## src/design/bvb_pkg.sv

```systemverilog
// package for the buck channel four / boost control register bank
// shared offsets, field positions, reset values and encodings
package bvb_pkg;

  // register offsets on the i2c register map
  localparam logic [7:0] BVB_OFS_NORMAL = 8'h4A;
  localparam logic [7:0] BVB_OFS_STANDBY = 8'h4B;
  localparam logic [7:0] BVB_OFS_SLEEP = 8'h4C;
  localparam logic [7:0] BVB_OFS_MODE = 8'h4D;
  localparam logic [7:0] BVB_OFS_CONF = 8'h4E;
  localparam logic [7:0] BVB_OFS_BOOST = 8'h66;

  // setpoint register layout
  localparam int BVB_SP_RANGE_BIT = 6;
  localparam int BVB_SP_CODE_MSB = 5;
  localparam int BVB_MODE_FIELD_MSB = 3;

  // boost control layout
  localparam int BVB_BST_VOUT_LSB = 0;
  localparam int BVB_BST_NORM_LSB = 2;
  localparam int BVB_BST_STBY_LSB = 5;

  // reset values
  localparam logic BVB_RANGE_RST = 1'b0;
  localparam logic [5:0] BVB_SP_RST = 6'h00;
  localparam logic [7:0] BVB_MODE_RST = 8'h00;
  localparam logic [7:0] BVB_CONF_RST = 8'h00;
  localparam logic [1:0] BVB_BST_VOUT_RST = 2'h0;
  localparam logic [1:0] BVB_BST_MODE_RST = 2'h2;
  localparam logic BVB_TRACK_RST = 1'b0;
  localparam logic [4:0] BVB_SEQ_RST = 5'h00;

  // buck switching mode code forced while tracking
  localparam logic [3:0] BVB_BUCK_MODE_PWM = 4'h5;

  // voltage coding in millivolts
  localparam logic [11:0] BVB_LOW_BASE_MV = 12'h190;
  localparam logic [11:0] BVB_LOW_STEP_MV = 12'h019;
  localparam logic [11:0] BVB_HIGH_BASE_MV = 12'h320;
  localparam logic [11:0] BVB_HIGH_STEP_MV = 12'h032;
  localparam logic [5:0] BVB_HIGH_FIRST_RSVD = 6'h33;

  // i2c slave address, arbitrary value
  localparam logic [6:0] BVB_I2C_ADDR = 7'h08;

  typedef enum logic [1:0] {
    BVB_OP_NORMAL = 2'h0,
    BVB_OP_STANDBY = 2'h1,
    BVB_OP_SLEEP = 2'h2
  } bvb_op_state_t;

  typedef enum logic [1:0] {
    BVB_BST_OFF = 2'h0,
    BVB_BST_PFM = 2'h1,
    BVB_BST_AUTO = 2'h2,
    BVB_BST_APS = 2'h3
  } bvb_bst_mode_t;

  // one-time configuration image handed in by the otp / trial loader
  typedef struct packed {
    logic range_bit;
    logic tracking_select;
    logic [4:0] boost_sequence_slot;
  } bvb_otp_t;

  // one register write from the i2c engine
  typedef struct packed {
    logic en;
    logic [7:0] addr;
    logic [7:0] data;
  } bvb_wr_t;

endpackage

```

## src/design/bvb_regs.sv

```systemverilog
// buck channel four and boost control register bank with its i2c slave
// assumes scl/sda pins are open drain and resolved outside; otp loader,
// operating state and companion voltage come from logic on mclk
// Notes on behaviour
// - buck switching mode from 4-bit mode field
// - tracking reference is companion buck A times half
// - tracking forces fixed-PWM switching mode
// - otp tracking select bit picks tracking mode
// - setpoint range bit is read-only, set by config
// - low range 0.400 to 1.975 V, 25 mV steps
// - high range from 0.800 V, 50 mV steps
// - separate normal, standby, sleep setpoints applied per state
// - one range bit shared by all three setpoints
// - buck setpoints, mode and conf reachable over i2c; range and tracking set by otp only
// - boost joins power-up only with nonzero slot
// - boost output 5.000 to 5.150 V, resets 00
// - boost normal mode field, resets to automatic
// - boost standby mode field, same codes, automatic
// - automatic boost picks PULSE_FREQUENCY_MODE or pulse-skip by load
// - boost starts in automatic when sequenced
// - boost control bits 4 and 7 read zero
`timescale 1ns/1ps
`default_nettype none
module bvb_regs
  import bvb_pkg::*;
(
  input wire logic mclk,
  input wire logic resetn,
  input wire logic scl_in,
  input wire logic sda_in,
  output logic sda_out,
  output logic sda_oe_n,
  input wire logic otp_load,
  input wire bvb_otp_t otp_cfg,
  input wire bvb_op_state_t op_state,
  input wire logic [11:0] companion_a_mv,
  input wire logic boost_light_load,
  output logic [11:0] buck_ref_mv,
  output logic buck_ref_valid,
  output logic [3:0] buck_sw_mode,
  output logic buck_tracking,
  output logic [1:0] boost_vout_sel,
  output logic boost_enable,
  output bvb_bst_mode_t boost_run_mode,
  output logic boost_in_sequence
);

  typedef enum logic [8:0] {
    ST_IDLE = 9'h001,
    ST_ADDR = 9'h002,
    ST_AACK = 9'h004,
    ST_PTR = 9'h008,
    ST_PACK = 9'h010,
    ST_WR = 9'h020,
    ST_WACK = 9'h040,
    ST_RD = 9'h080,
    ST_RACK = 9'h100
  } bvb_i2c_st_t;

  // pin synchronisers and edge history
  logic scl_s1_q, scl_s2_q, scl_s3_q;
  logic sda_s1_q, sda_s2_q, sda_s3_q;
  logic light_s1_q, light_s2_q;
  logic scl_rise, scl_fall, i2c_start, i2c_stop;

  bvb_i2c_st_t st_q;
  logic [7:0] shreg_q;
  logic [7:0] tx_q;
  logic [3:0] bitcnt_q;
  logic rw_q;
  logic [7:0] ptr_q;
  bvb_wr_t wr_q;
  logic [7:0] rdata;

  // register contents
  logic range_q;
  logic [5:0] sp_normal_q, sp_standby_q, sp_sleep_q;
  logic [7:0] mode_q;
  logic [7:0] conf_q;
  logic tracking_q;
  logic [4:0] seq_slot_q;
  logic [1:0] bst_vout_q;
  bvb_bst_mode_t bst_norm_q, bst_stby_q;

  logic [5:0] sp_sel;
  logic [11:0] dec_mv;
  logic dec_valid;
  bvb_bst_mode_t bst_sel;

  logic sda_out_q, sda_oe_n_q;
  logic [11:0] ref_mv_q;
  logic ref_valid_q;
  logic [3:0] sw_mode_q;
  logic track_out_q;
  logic [1:0] vout_out_q;
  logic bst_en_q;
  bvb_bst_mode_t run_mode_q;
  logic in_seq_q;

  always_ff @(posedge mclk or negedge resetn)
  begin
    if (!resetn)
    begin
      scl_s1_q <= 1'b1;
      scl_s2_q <= 1'b1;
      scl_s3_q <= 1'b1;
      sda_s1_q <= 1'b1;
      sda_s2_q <= 1'b1;
      sda_s3_q <= 1'b1;
      light_s1_q <= 1'b0;
      light_s2_q <= 1'b0;
    end
    else
    begin
      scl_s1_q <= scl_in;
      scl_s2_q <= scl_s1_q;
      scl_s3_q <= scl_s2_q;
      sda_s1_q <= sda_in;
      sda_s2_q <= sda_s1_q;
      sda_s3_q <= sda_s2_q;
      light_s1_q <= boost_light_load;
      light_s2_q <= light_s1_q;
    end
  end

  assign scl_rise = scl_s2_q & ~scl_s3_q;
  assign scl_fall = ~scl_s2_q & scl_s3_q;
  assign i2c_start = scl_s2_q & scl_s3_q & sda_s3_q & ~sda_s2_q;
  assign i2c_stop = scl_s2_q & scl_s3_q & ~sda_s3_q & sda_s2_q;

  // readback mux; reserved and unmapped bits read zero
  always_comb
  begin
    case (ptr_q)
      BVB_OFS_NORMAL: rdata = {1'b0, range_q, sp_normal_q};
      BVB_OFS_STANDBY: rdata = {1'b0, range_q, sp_standby_q};
      BVB_OFS_SLEEP: rdata = {1'b0, range_q, sp_sleep_q};
      BVB_OFS_MODE: rdata = mode_q;
      BVB_OFS_CONF: rdata = conf_q;
      BVB_OFS_BOOST: rdata = {1'b0, bst_stby_q, 1'b0, bst_norm_q, bst_vout_q};
      default: rdata = 8'h00;
    endcase
  end

  // i2c byte engine; sda is changed only after scl falls
  always_ff @(posedge mclk or negedge resetn)
  begin
    if (!resetn)
    begin
      st_q <= ST_IDLE;
      shreg_q <= 8'h00;
      tx_q <= 8'hFF;
      bitcnt_q <= 4'h0;
      rw_q <= 1'b0;
      ptr_q <= 8'h00;
      wr_q <= '0;
      sda_oe_n_q <= 1'b1;
    end
    else
    begin
      wr_q.en <= 1'b0;
      if (i2c_stop)
      begin
        st_q <= ST_IDLE;
        sda_oe_n_q <= 1'b1;
      end
      else if (i2c_start)
      begin
        st_q <= ST_ADDR;
        bitcnt_q <= 4'h0;
        sda_oe_n_q <= 1'b1;
      end
      else if (scl_rise)
      begin
        case (st_q)
          ST_ADDR, ST_PTR, ST_WR:
          begin
            shreg_q <= {shreg_q[6:0], sda_s2_q};
            bitcnt_q <= bitcnt_q + 4'h1;
          end
          ST_RACK: rw_q <= ~sda_s2_q;
          default: ;
        endcase
      end
      else if (scl_fall)
      begin
        case (st_q)
          ST_ADDR:
          begin
            if (bitcnt_q == 4'h8)
            begin
              if (shreg_q[7:1] == BVB_I2C_ADDR)
              begin
                st_q <= ST_AACK;
                rw_q <= shreg_q[0];
                sda_oe_n_q <= 1'b0;
              end
              else
              begin
                st_q <= ST_IDLE;
              end
            end
          end
          ST_AACK:
          begin
            bitcnt_q <= 4'h0;
            if (rw_q)
            begin
              st_q <= ST_RD;
              tx_q <= {rdata[6:0], 1'b1};
              sda_oe_n_q <= rdata[7];
            end
            else
            begin
              st_q <= ST_PTR;
              sda_oe_n_q <= 1'b1;
            end
          end
          ST_PTR:
          begin
            if (bitcnt_q == 4'h8)
            begin
              ptr_q <= shreg_q;
              st_q <= ST_PACK;
              sda_oe_n_q <= 1'b0;
            end
          end
          ST_WR:
          begin
            if (bitcnt_q == 4'h8)
            begin
              wr_q <= '{en: 1'b1, addr: ptr_q, data: shreg_q};
              ptr_q <= ptr_q + 8'h01;
              st_q <= ST_WACK;
              sda_oe_n_q <= 1'b0;
            end
          end
          ST_PACK, ST_WACK:
          begin
            st_q <= ST_WR;
            bitcnt_q <= 4'h0;
            sda_oe_n_q <= 1'b1;
          end
          ST_RD:
          begin
            if (bitcnt_q == 4'h7)
            begin
              st_q <= ST_RACK;
              ptr_q <= ptr_q + 8'h01;
              sda_oe_n_q <= 1'b1;
            end
            else
            begin
              bitcnt_q <= bitcnt_q + 4'h1;
              sda_oe_n_q <= tx_q[7];
              tx_q <= {tx_q[6:0], 1'b1};
            end
          end
          ST_RACK:
          begin
            // rw_q holds the master acknowledge here; a nack ends the read
            bitcnt_q <= 4'h0;
            if (rw_q)
            begin
              st_q <= ST_RD;
              tx_q <= {rdata[6:0], 1'b1};
              sda_oe_n_q <= rdata[7];
            end
            else
            begin
              st_q <= ST_IDLE;
            end
          end
          default: st_q <= ST_IDLE;
        endcase
      end
    end
  end

  // one-time configuration; range is not writable over i2c
  always_ff @(posedge mclk or negedge resetn)
  begin
    if (!resetn)
    begin
      range_q <= BVB_RANGE_RST;
      tracking_q <= BVB_TRACK_RST;
      seq_slot_q <= BVB_SEQ_RST;
    end
    else if (otp_load)
    begin
      range_q <= otp_cfg.range_bit;
      tracking_q <= otp_cfg.tracking_select;
      seq_slot_q <= otp_cfg.boost_sequence_slot;
    end
  end

  // software registers; setpoint writes keep only the code bits
  always_ff @(posedge mclk or negedge resetn)
  begin
    if (!resetn)
    begin
      sp_normal_q <= BVB_SP_RST;
      sp_standby_q <= BVB_SP_RST;
      sp_sleep_q <= BVB_SP_RST;
      mode_q <= BVB_MODE_RST;
      conf_q <= BVB_CONF_RST;
      bst_vout_q <= BVB_BST_VOUT_RST;
      bst_norm_q <= bvb_bst_mode_t'(BVB_BST_MODE_RST);
      bst_stby_q <= bvb_bst_mode_t'(BVB_BST_MODE_RST);
    end
    else if (wr_q.en)
    begin
      case (wr_q.addr)
        BVB_OFS_NORMAL: sp_normal_q <= wr_q.data[BVB_SP_CODE_MSB:0];
        BVB_OFS_STANDBY: sp_standby_q <= wr_q.data[BVB_SP_CODE_MSB:0];
        BVB_OFS_SLEEP: sp_sleep_q <= wr_q.data[BVB_SP_CODE_MSB:0];
        BVB_OFS_MODE: mode_q <= wr_q.data;
        BVB_OFS_CONF: conf_q <= wr_q.data;
        BVB_OFS_BOOST:
        begin
          bst_vout_q <= wr_q.data[BVB_BST_VOUT_LSB +: 2];
          bst_norm_q <= bvb_bst_mode_t'(wr_q.data[BVB_BST_NORM_LSB +: 2]);
          bst_stby_q <= bvb_bst_mode_t'(wr_q.data[BVB_BST_STBY_LSB +: 2]);
        end
        default: ;
      endcase
    end
  end

  // pick the setpoint for the present operating state
  always_comb
  begin
    case (op_state)
      BVB_OP_STANDBY: sp_sel = sp_standby_q;
      BVB_OP_SLEEP: sp_sel = sp_sleep_q;
      default: sp_sel = sp_normal_q;
    endcase
    bst_sel = (op_state == BVB_OP_NORMAL) ? bst_norm_q : bst_stby_q;
  end

  bvb_setpoint_decode u_decode (
    .range_bit(range_q),
    .code(sp_sel),
    .mv(dec_mv),
    .valid(dec_valid)
  );

  // buck channel outputs
  always_ff @(posedge mclk or negedge resetn)
  begin
    if (!resetn)
    begin
      ref_mv_q <= 12'h000;
      ref_valid_q <= 1'b0;
      sw_mode_q <= 4'h0;
      track_out_q <= 1'b0;
    end
    else
    begin
      track_out_q <= tracking_q;
      if (tracking_q)
      begin
        ref_mv_q <= {1'b0, companion_a_mv[11:1]};
        ref_valid_q <= 1'b1;
        sw_mode_q <= BVB_BUCK_MODE_PWM;
      end
      else
      begin
        ref_mv_q <= dec_mv;
        ref_valid_q <= dec_valid;
        sw_mode_q <= mode_q[BVB_MODE_FIELD_MSB:0];
      end
    end
  end

  // boost outputs; automatic resolves against the load indication
  always_ff @(posedge mclk or negedge resetn)
  begin
    if (!resetn)
    begin
      vout_out_q <= BVB_BST_VOUT_RST;
      bst_en_q <= 1'b0;
      run_mode_q <= BVB_BST_OFF;
      in_seq_q <= 1'b0;
      sda_out_q <= 1'b0;
    end
    else
    begin
      vout_out_q <= bst_vout_q;
      in_seq_q <= (seq_slot_q != 5'h00);
      bst_en_q <= (bst_sel != BVB_BST_OFF);
      if (bst_sel == BVB_BST_AUTO)
        run_mode_q <= light_s2_q ? BVB_BST_PFM : BVB_BST_APS;
      else
        run_mode_q <= bst_sel;
      sda_out_q <= 1'b0;
    end
  end

  assign sda_out = sda_out_q;
  assign sda_oe_n = sda_oe_n_q;
  assign buck_ref_mv = ref_mv_q;
  assign buck_ref_valid = ref_valid_q;
  assign buck_sw_mode = sw_mode_q;
  assign buck_tracking = track_out_q;
  assign boost_vout_sel = vout_out_q;
  assign boost_enable = bst_en_q;
  assign boost_run_mode = run_mode_q;
  assign boost_in_sequence = in_seq_q;

endmodule
`default_nettype wire

```

## src/design/bvb_setpoint_decode.sv

```systemverilog
// setpoint decoder: range bit and 6-bit code to millivolts
// purely combinational; the caller registers the result
`timescale 1ns/1ps
`default_nettype none
module bvb_setpoint_decode
  import bvb_pkg::*;
(
  input wire logic range_bit,
  input wire logic [5:0] code,
  output logic [11:0] mv,
  output logic valid
);

  always_comb
  begin
    if (range_bit)
    begin
      mv = 12'(BVB_HIGH_BASE_MV + 12'(code) * BVB_HIGH_STEP_MV);
      valid = (code < BVB_HIGH_FIRST_RSVD);
    end
    else
    begin
      mv = 12'(BVB_LOW_BASE_MV + 12'(code) * BVB_LOW_STEP_MV);
      valid = 1'b1;
    end
  end

endmodule
`default_nettype wire

```

## config.mk

```make
export PLATFORM = sky130hd
export DESIGN_NAME = bvb_regs
export DESIGN_NICKNAME = d
export VERILOG_FILES = /design/src/design/bvb_pkg.sv /design/src/design/bvb_regs.sv /design/src/design/bvb_setpoint_decode.sv
export SDC_FILE = /design/constraint.sdc
export NUM_CORES = 1
export LEC_CHECK = 0
export ABC_CLOCK_PERIOD_IN_PS = 3250
export BUFFER_PORTS_ARGS = -buffer_cell sky130_fd_sc_hd__buf_2
export CAP_MARGIN = 5
export CORE_MARGIN = 5
export CORE_UTILIZATION = 40
export CTS_CLUSTER_SIZE = 20
export DETAILED_ROUTE_END_ITERATION = 8
export PLACE_DENSITY = 0.66
export SLEW_MARGIN = 0
export SYNTH_ARGS = -nofsm -noshare
export SYNTH_HDL_FRONTEND = slang
export SYNTH_HIERARCHICAL = 1
export SYNTH_SLANG_ARGS = --single-unit
```

## constraint.sdc

```tcl
create_clock -name mclk -period 3.25 [get_ports mclk]
set_input_delay 0.1625 -clock mclk [delete_from_list [all_inputs] [get_ports mclk]]
set_output_delay 0.1625 -clock mclk [all_outputs]
set_load 0.05 [all_outputs]
```

==> run summary <==
Counting every instance in the synthesized netlist gives 701. Relative to the synthesized area, the layout overhead comes to 28.07%. The total power density per cell area is 519.9 nW/µm². The largest clock skew in the final design is 0.009940 ns. Summed over all failing endpoints, the final setup total negative slack is -0.8151 ns.

The post-synthesis cell area came out at 7701 µm². The post-route minimum period is 3.506 ns. The summed area of non-filler cells in the final layout is 9863 µm².

The portion of the post-synthesis area used by sequential elements is 43.49%. Buffers inserted during clock tree synthesis total 17. Among cell families on the critical path, the largest total delay comes from adder cells. After clock tree synthesis, the clock-pin slew on the worst setup and hold paths is 0.07 ns. Of all nets on the critical path, the largest fanout is 5. In this run the number of H-tree levels came out at 4. In this run the static leakage power is 4.518 nW.

The total routing resource utilization after global routing came out at 17.01%. The pre-antenna-repair detailed-routing pass consisted of 5 iterations. The worst-skew pair later-pin latency is 0.43 ns. The via density per instance is 5.271.

After synthesis, the cell types taking the most area are sky130_fd_sc_hd__dfrtp_1 (38%), sky130_fd_sc_hd__mux2_2 (11%), sky130_fd_sc_hd__ha_1 (9.7%). The initial DRC count is 381. The flip-flop and latch count after synthesis is 133. The worst setup path is captured at a flop. Counting the fill cells in the layout gives 1582.

The routed layout has 5814 vias. The number of antenna violations at the first check in global routing was 0. At the end of routability-driven placement, the weighted congestion stood at 0.8980.

The global routing stage identified its most utilized layer as met2. The die is 148.8 µm tall. The count of unresolved DRC violations after routing is 0. From left edge to right edge, the die measures 148.8 µm. Among the stages of the critical path, the cell type that occurs most often is sky130_fd_sc_hd__ha_4.

A synthesized cell averages 10.99 µm². The number of buffer cells added on primary ports came out at 50. The count of standard-cell rows is 50.

The CTS tree is yes. The final count of hold timing violations came out at 0. The worst setup path is launched from a flop. Leaving out fill and tap cells, the most frequent cell in the layout is sky130_fd_sc_hd__dfrtp_1. The critical register-to-register path startpoint is sp_sleep_q[1]. 53 I/O pins were placed.

The post-layout utilization of the core came out at 52.38%. The count of antenna-violating nets left after detailed routing is 0. The maximum VDD drop came out at 0.3922 mV. In this run the critical register-to-register path is captured at buck_ref_mv[9]. The run finished, with violations left. The number of sinks driven by the clock tree is 133. The wire length of the first global-routing pass came out at 30370 µm. The met3 track demand over resource in global routing came out at 3.950%.

The floorplan core area is 18830 µm². The global routing usage on met2 is 27.37%. Setup repair after global routing could not meet its margin everywhere. The number of synthesized flops with an enable pin is 0. The worst max-slew margin expressed relative to the limit came out at 40.30%. The root buffer cell chosen for the clock tree is sky130_fd_sc_hd__clkbuf_16. At the end of the flow, the number of nets in the layout was 920. The clock passes through at most 2 buffers. The total chip power came out at 5.128 mW. The depth of the worst register-to-register path is 16. Following the worst setup path forward leads to its endpoint at buck_ref_mv[9]. The setup slack on the worst flop-to-flop path came out at -0.26 ns. The slowest library cell on the worst path is sky130_fd_sc_hd__fa_2. For this run, the number of Yosys warnings is 6. The cell area after placement is 8731 µm².

The top cell types in the final layout, fill and taps aside, are sky130_fd_sc_hd__dfrtp_1 (116), sky130_fd_sc_hd__mux2_2 (70), sky130_fd_sc_hd__buf_4 (65). The class of the tightest hold or removal check is input port to flop. Once the floorplan was initialized, standard cells occupied 40.90% of the core. The async set-reset flop share out of synthesis came out at 100.0%. The total detailed-routing wirelength came out at 18350 µm. The detailed-placement wirelength estimate is 12970 µm.

The checks that failed: setup timing. The synthesized design devotes to its leading area cell type 37.69% of total area. For this run, global-route usage on met1 was measured as 23.08%. The critical path required time came out at 3.57 ns.

The critical path starts at sp_sleep_q[1]. The critical path goes through a22oi_2 > a21oi_4 > ha_4 > xor2_2 > ha_1 > inv_1 > fa_2 > inv_2 > ha_4 > nor3b_1 > a21o_2 > a211oi_4 > xnor2_1 > nand2_1 > o21ai_1 > mux2_2. The routed length per instance is 16.64 µm.

Of all cell types, the one taking the most synthesized area is sky130_fd_sc_hd__dfrtp_1. For this run, the slowest stage of the critical path takes 0.55 ns. In this run the number of cells on the critical path is 16. The count of distinct cell types in the synthesized netlist came out at 78.

The via count of the first global-routing pass is 5938. The net count of the mapped netlist is 791. The max-slew violation count is 0. The final worst setup slack came out at -0.2559 ns. The most used flip-flop cell after synthesis is sky130_fd_sc_hd__dfrtp_1.

By startpoint and endpoint, the worst setup path is classified as flop to flop. The largest net degree at the start of global routing came out at 81. The critical path data arrival time is 3.82 ns. The total of max-cap violations is 0. Dividing the final minimum period by the clock period gives 107.9%. The number of antenna diodes in the final layout is 0. The fraction of layout instances using a drive strength above 1 is 38.08%.

The slew at the pin with the worst max-slew slack is 0.8922 ns. The total overflow left after global routing is 0. The worst hold slack came out at 0.1058 ns. The floorplan step defined a die boundary enclosing 22130 µm². The buffering stage count on the worst path with inverters included is 2. Derived from the worst setup path, the maximum achievable clock frequency is 285.2 MHz. The final number of setup-violating endpoints is 5.
-- worst min-delay path by stage --
stage,depth (start not counted),end,slack (ns),startpoint
after global routing,2,tracking_q,0.12,otp_load
after global placement,1,buck_ref_mv[10],0.25,resetn
after detailed placement,1,buck_ref_mv[10],0.25,resetn
after CTS,2,tracking_q,0.10,otp_load
final,2,tracking_q,0.11,otp_load
after floorplan,0,bitcnt_q[0],-0.13,resetn
-- timing repair --
| action | 4_1_cts | 5_1_grt |
|---|---|---|
| hold buffers | 22 | 0 |
| setup buffers | 2 | 3 |
| endpoints found under the setup margin | 5 | 5 |
| gates resized for setup | 8 | 34 |
| pin swaps | 9 | 16 |
| cloned | 0 | 0 |
| hold endpoints to repair | 84 | 0 |
-- registers in the layout, indices dropped and copies added (netlist names), 4 cells and up --
name          count
bitcnt_q          4
buck_ref_mv      12
buck_sw_mode      4
conf_q            8
mode_q            8
ptr_q             8
seq_slot_q        5
shreg_q           8
sp_normal_q       6
sp_sleep_q        6
sp_standby_q      6
st_q              9
tx_q              7
wr_q             17
-- cell type report --
cell class,count,area [µm²],share of cell area [%]
Inverter,38,162.7,1.649
Sequential cell,133,3349,33.96
Timing Repair Buffer,140,1007,10.21
Clock buffer,17,425.4,4.313
Multi-Input combinational cell,500,4417,44.78
Clock inverter,15,176.4,1.789
Tap cell,260,325.3,3.298
-- metrics by stage --
stage	worst slack, ns	instances
2_1_floorplan	-0.2563	701
3_3_place_gp	-0.5554	1044
3_5_place_dp	-0.6778	1044
4_1_cts	-0.2593	1100
5_1_grt	-0.3949	1103
6_report	-0.2559	1103
-- per-layer routing --
layer	vias to the layer above	routed length [µm]
li1	2786	-
met1	2878	8363
met2	124	8858
met3	26	799
met4	0	329
met5	-	0
-- cells in the mapped netlist (4+ instances only) --
master,n
sky130_fd_sc_hd__a211oi_1,5
sky130_fd_sc_hd__a21o_1,5
sky130_fd_sc_hd__a21oi_1,30
sky130_fd_sc_hd__a22o_1,5
sky130_fd_sc_hd__a22oi_1,16
sky130_fd_sc_hd__a31oi_1,5
sky130_fd_sc_hd__and2_1,5
sky130_fd_sc_hd__and3_1,4
sky130_fd_sc_hd__buf_6,4
sky130_fd_sc_hd__clkbuf_1,19
sky130_fd_sc_hd__dfrtp_1,116
sky130_fd_sc_hd__dfstp_2,17
sky130_fd_sc_hd__ha_1,60
sky130_fd_sc_hd__inv_1,38
sky130_fd_sc_hd__mux2_1,6
sky130_fd_sc_hd__mux2_2,73
sky130_fd_sc_hd__mux2_4,8
sky130_fd_sc_hd__mux2i_1,6
sky130_fd_sc_hd__nand2_1,47
sky130_fd_sc_hd__nand2b_1,5
sky130_fd_sc_hd__nand3_1,10
sky130_fd_sc_hd__nand3b_1,4
sky130_fd_sc_hd__nand4_1,9
sky130_fd_sc_hd__nor2_1,41
sky130_fd_sc_hd__nor2b_1,10
sky130_fd_sc_hd__nor3_1,8
sky130_fd_sc_hd__o211ai_1,7
sky130_fd_sc_hd__o21ai_0,32
sky130_fd_sc_hd__o21ai_1,6
sky130_fd_sc_hd__or2_2,5
sky130_fd_sc_hd__xnor2_1,9
sky130_fd_sc_hd__xor2_1,10
-- report_power, final --
group	switching (mW)	total, mW	internal, mW
clock network	0.849	1.95	1.11
registers	0.0707	1.82	1.75
logic	0.725	1.36	0.632
total	1.64	5.13	3.48
-- logic make-up (layout without fill, tap and decap cells) --
family / after synthesis / count (layout) / synth area share [%]
buffers and inverters: 68 / 210 / 3.899
muxes: 93 / 93 / 13.89
AOI/OAI and AO/OA: 149 / 149 / 13.37
other: 1 / 1 / 0.04869
and+or+nand+nor: 175 / 175 / 12.61
xor gates and xnor gates: 19 / 19 / 2.161
DFF: 133 / 133 / 43.49
adders and majority gates: 63 / 63 / 10.53
No activity file was read; power rests on OpenSTA's default activity.
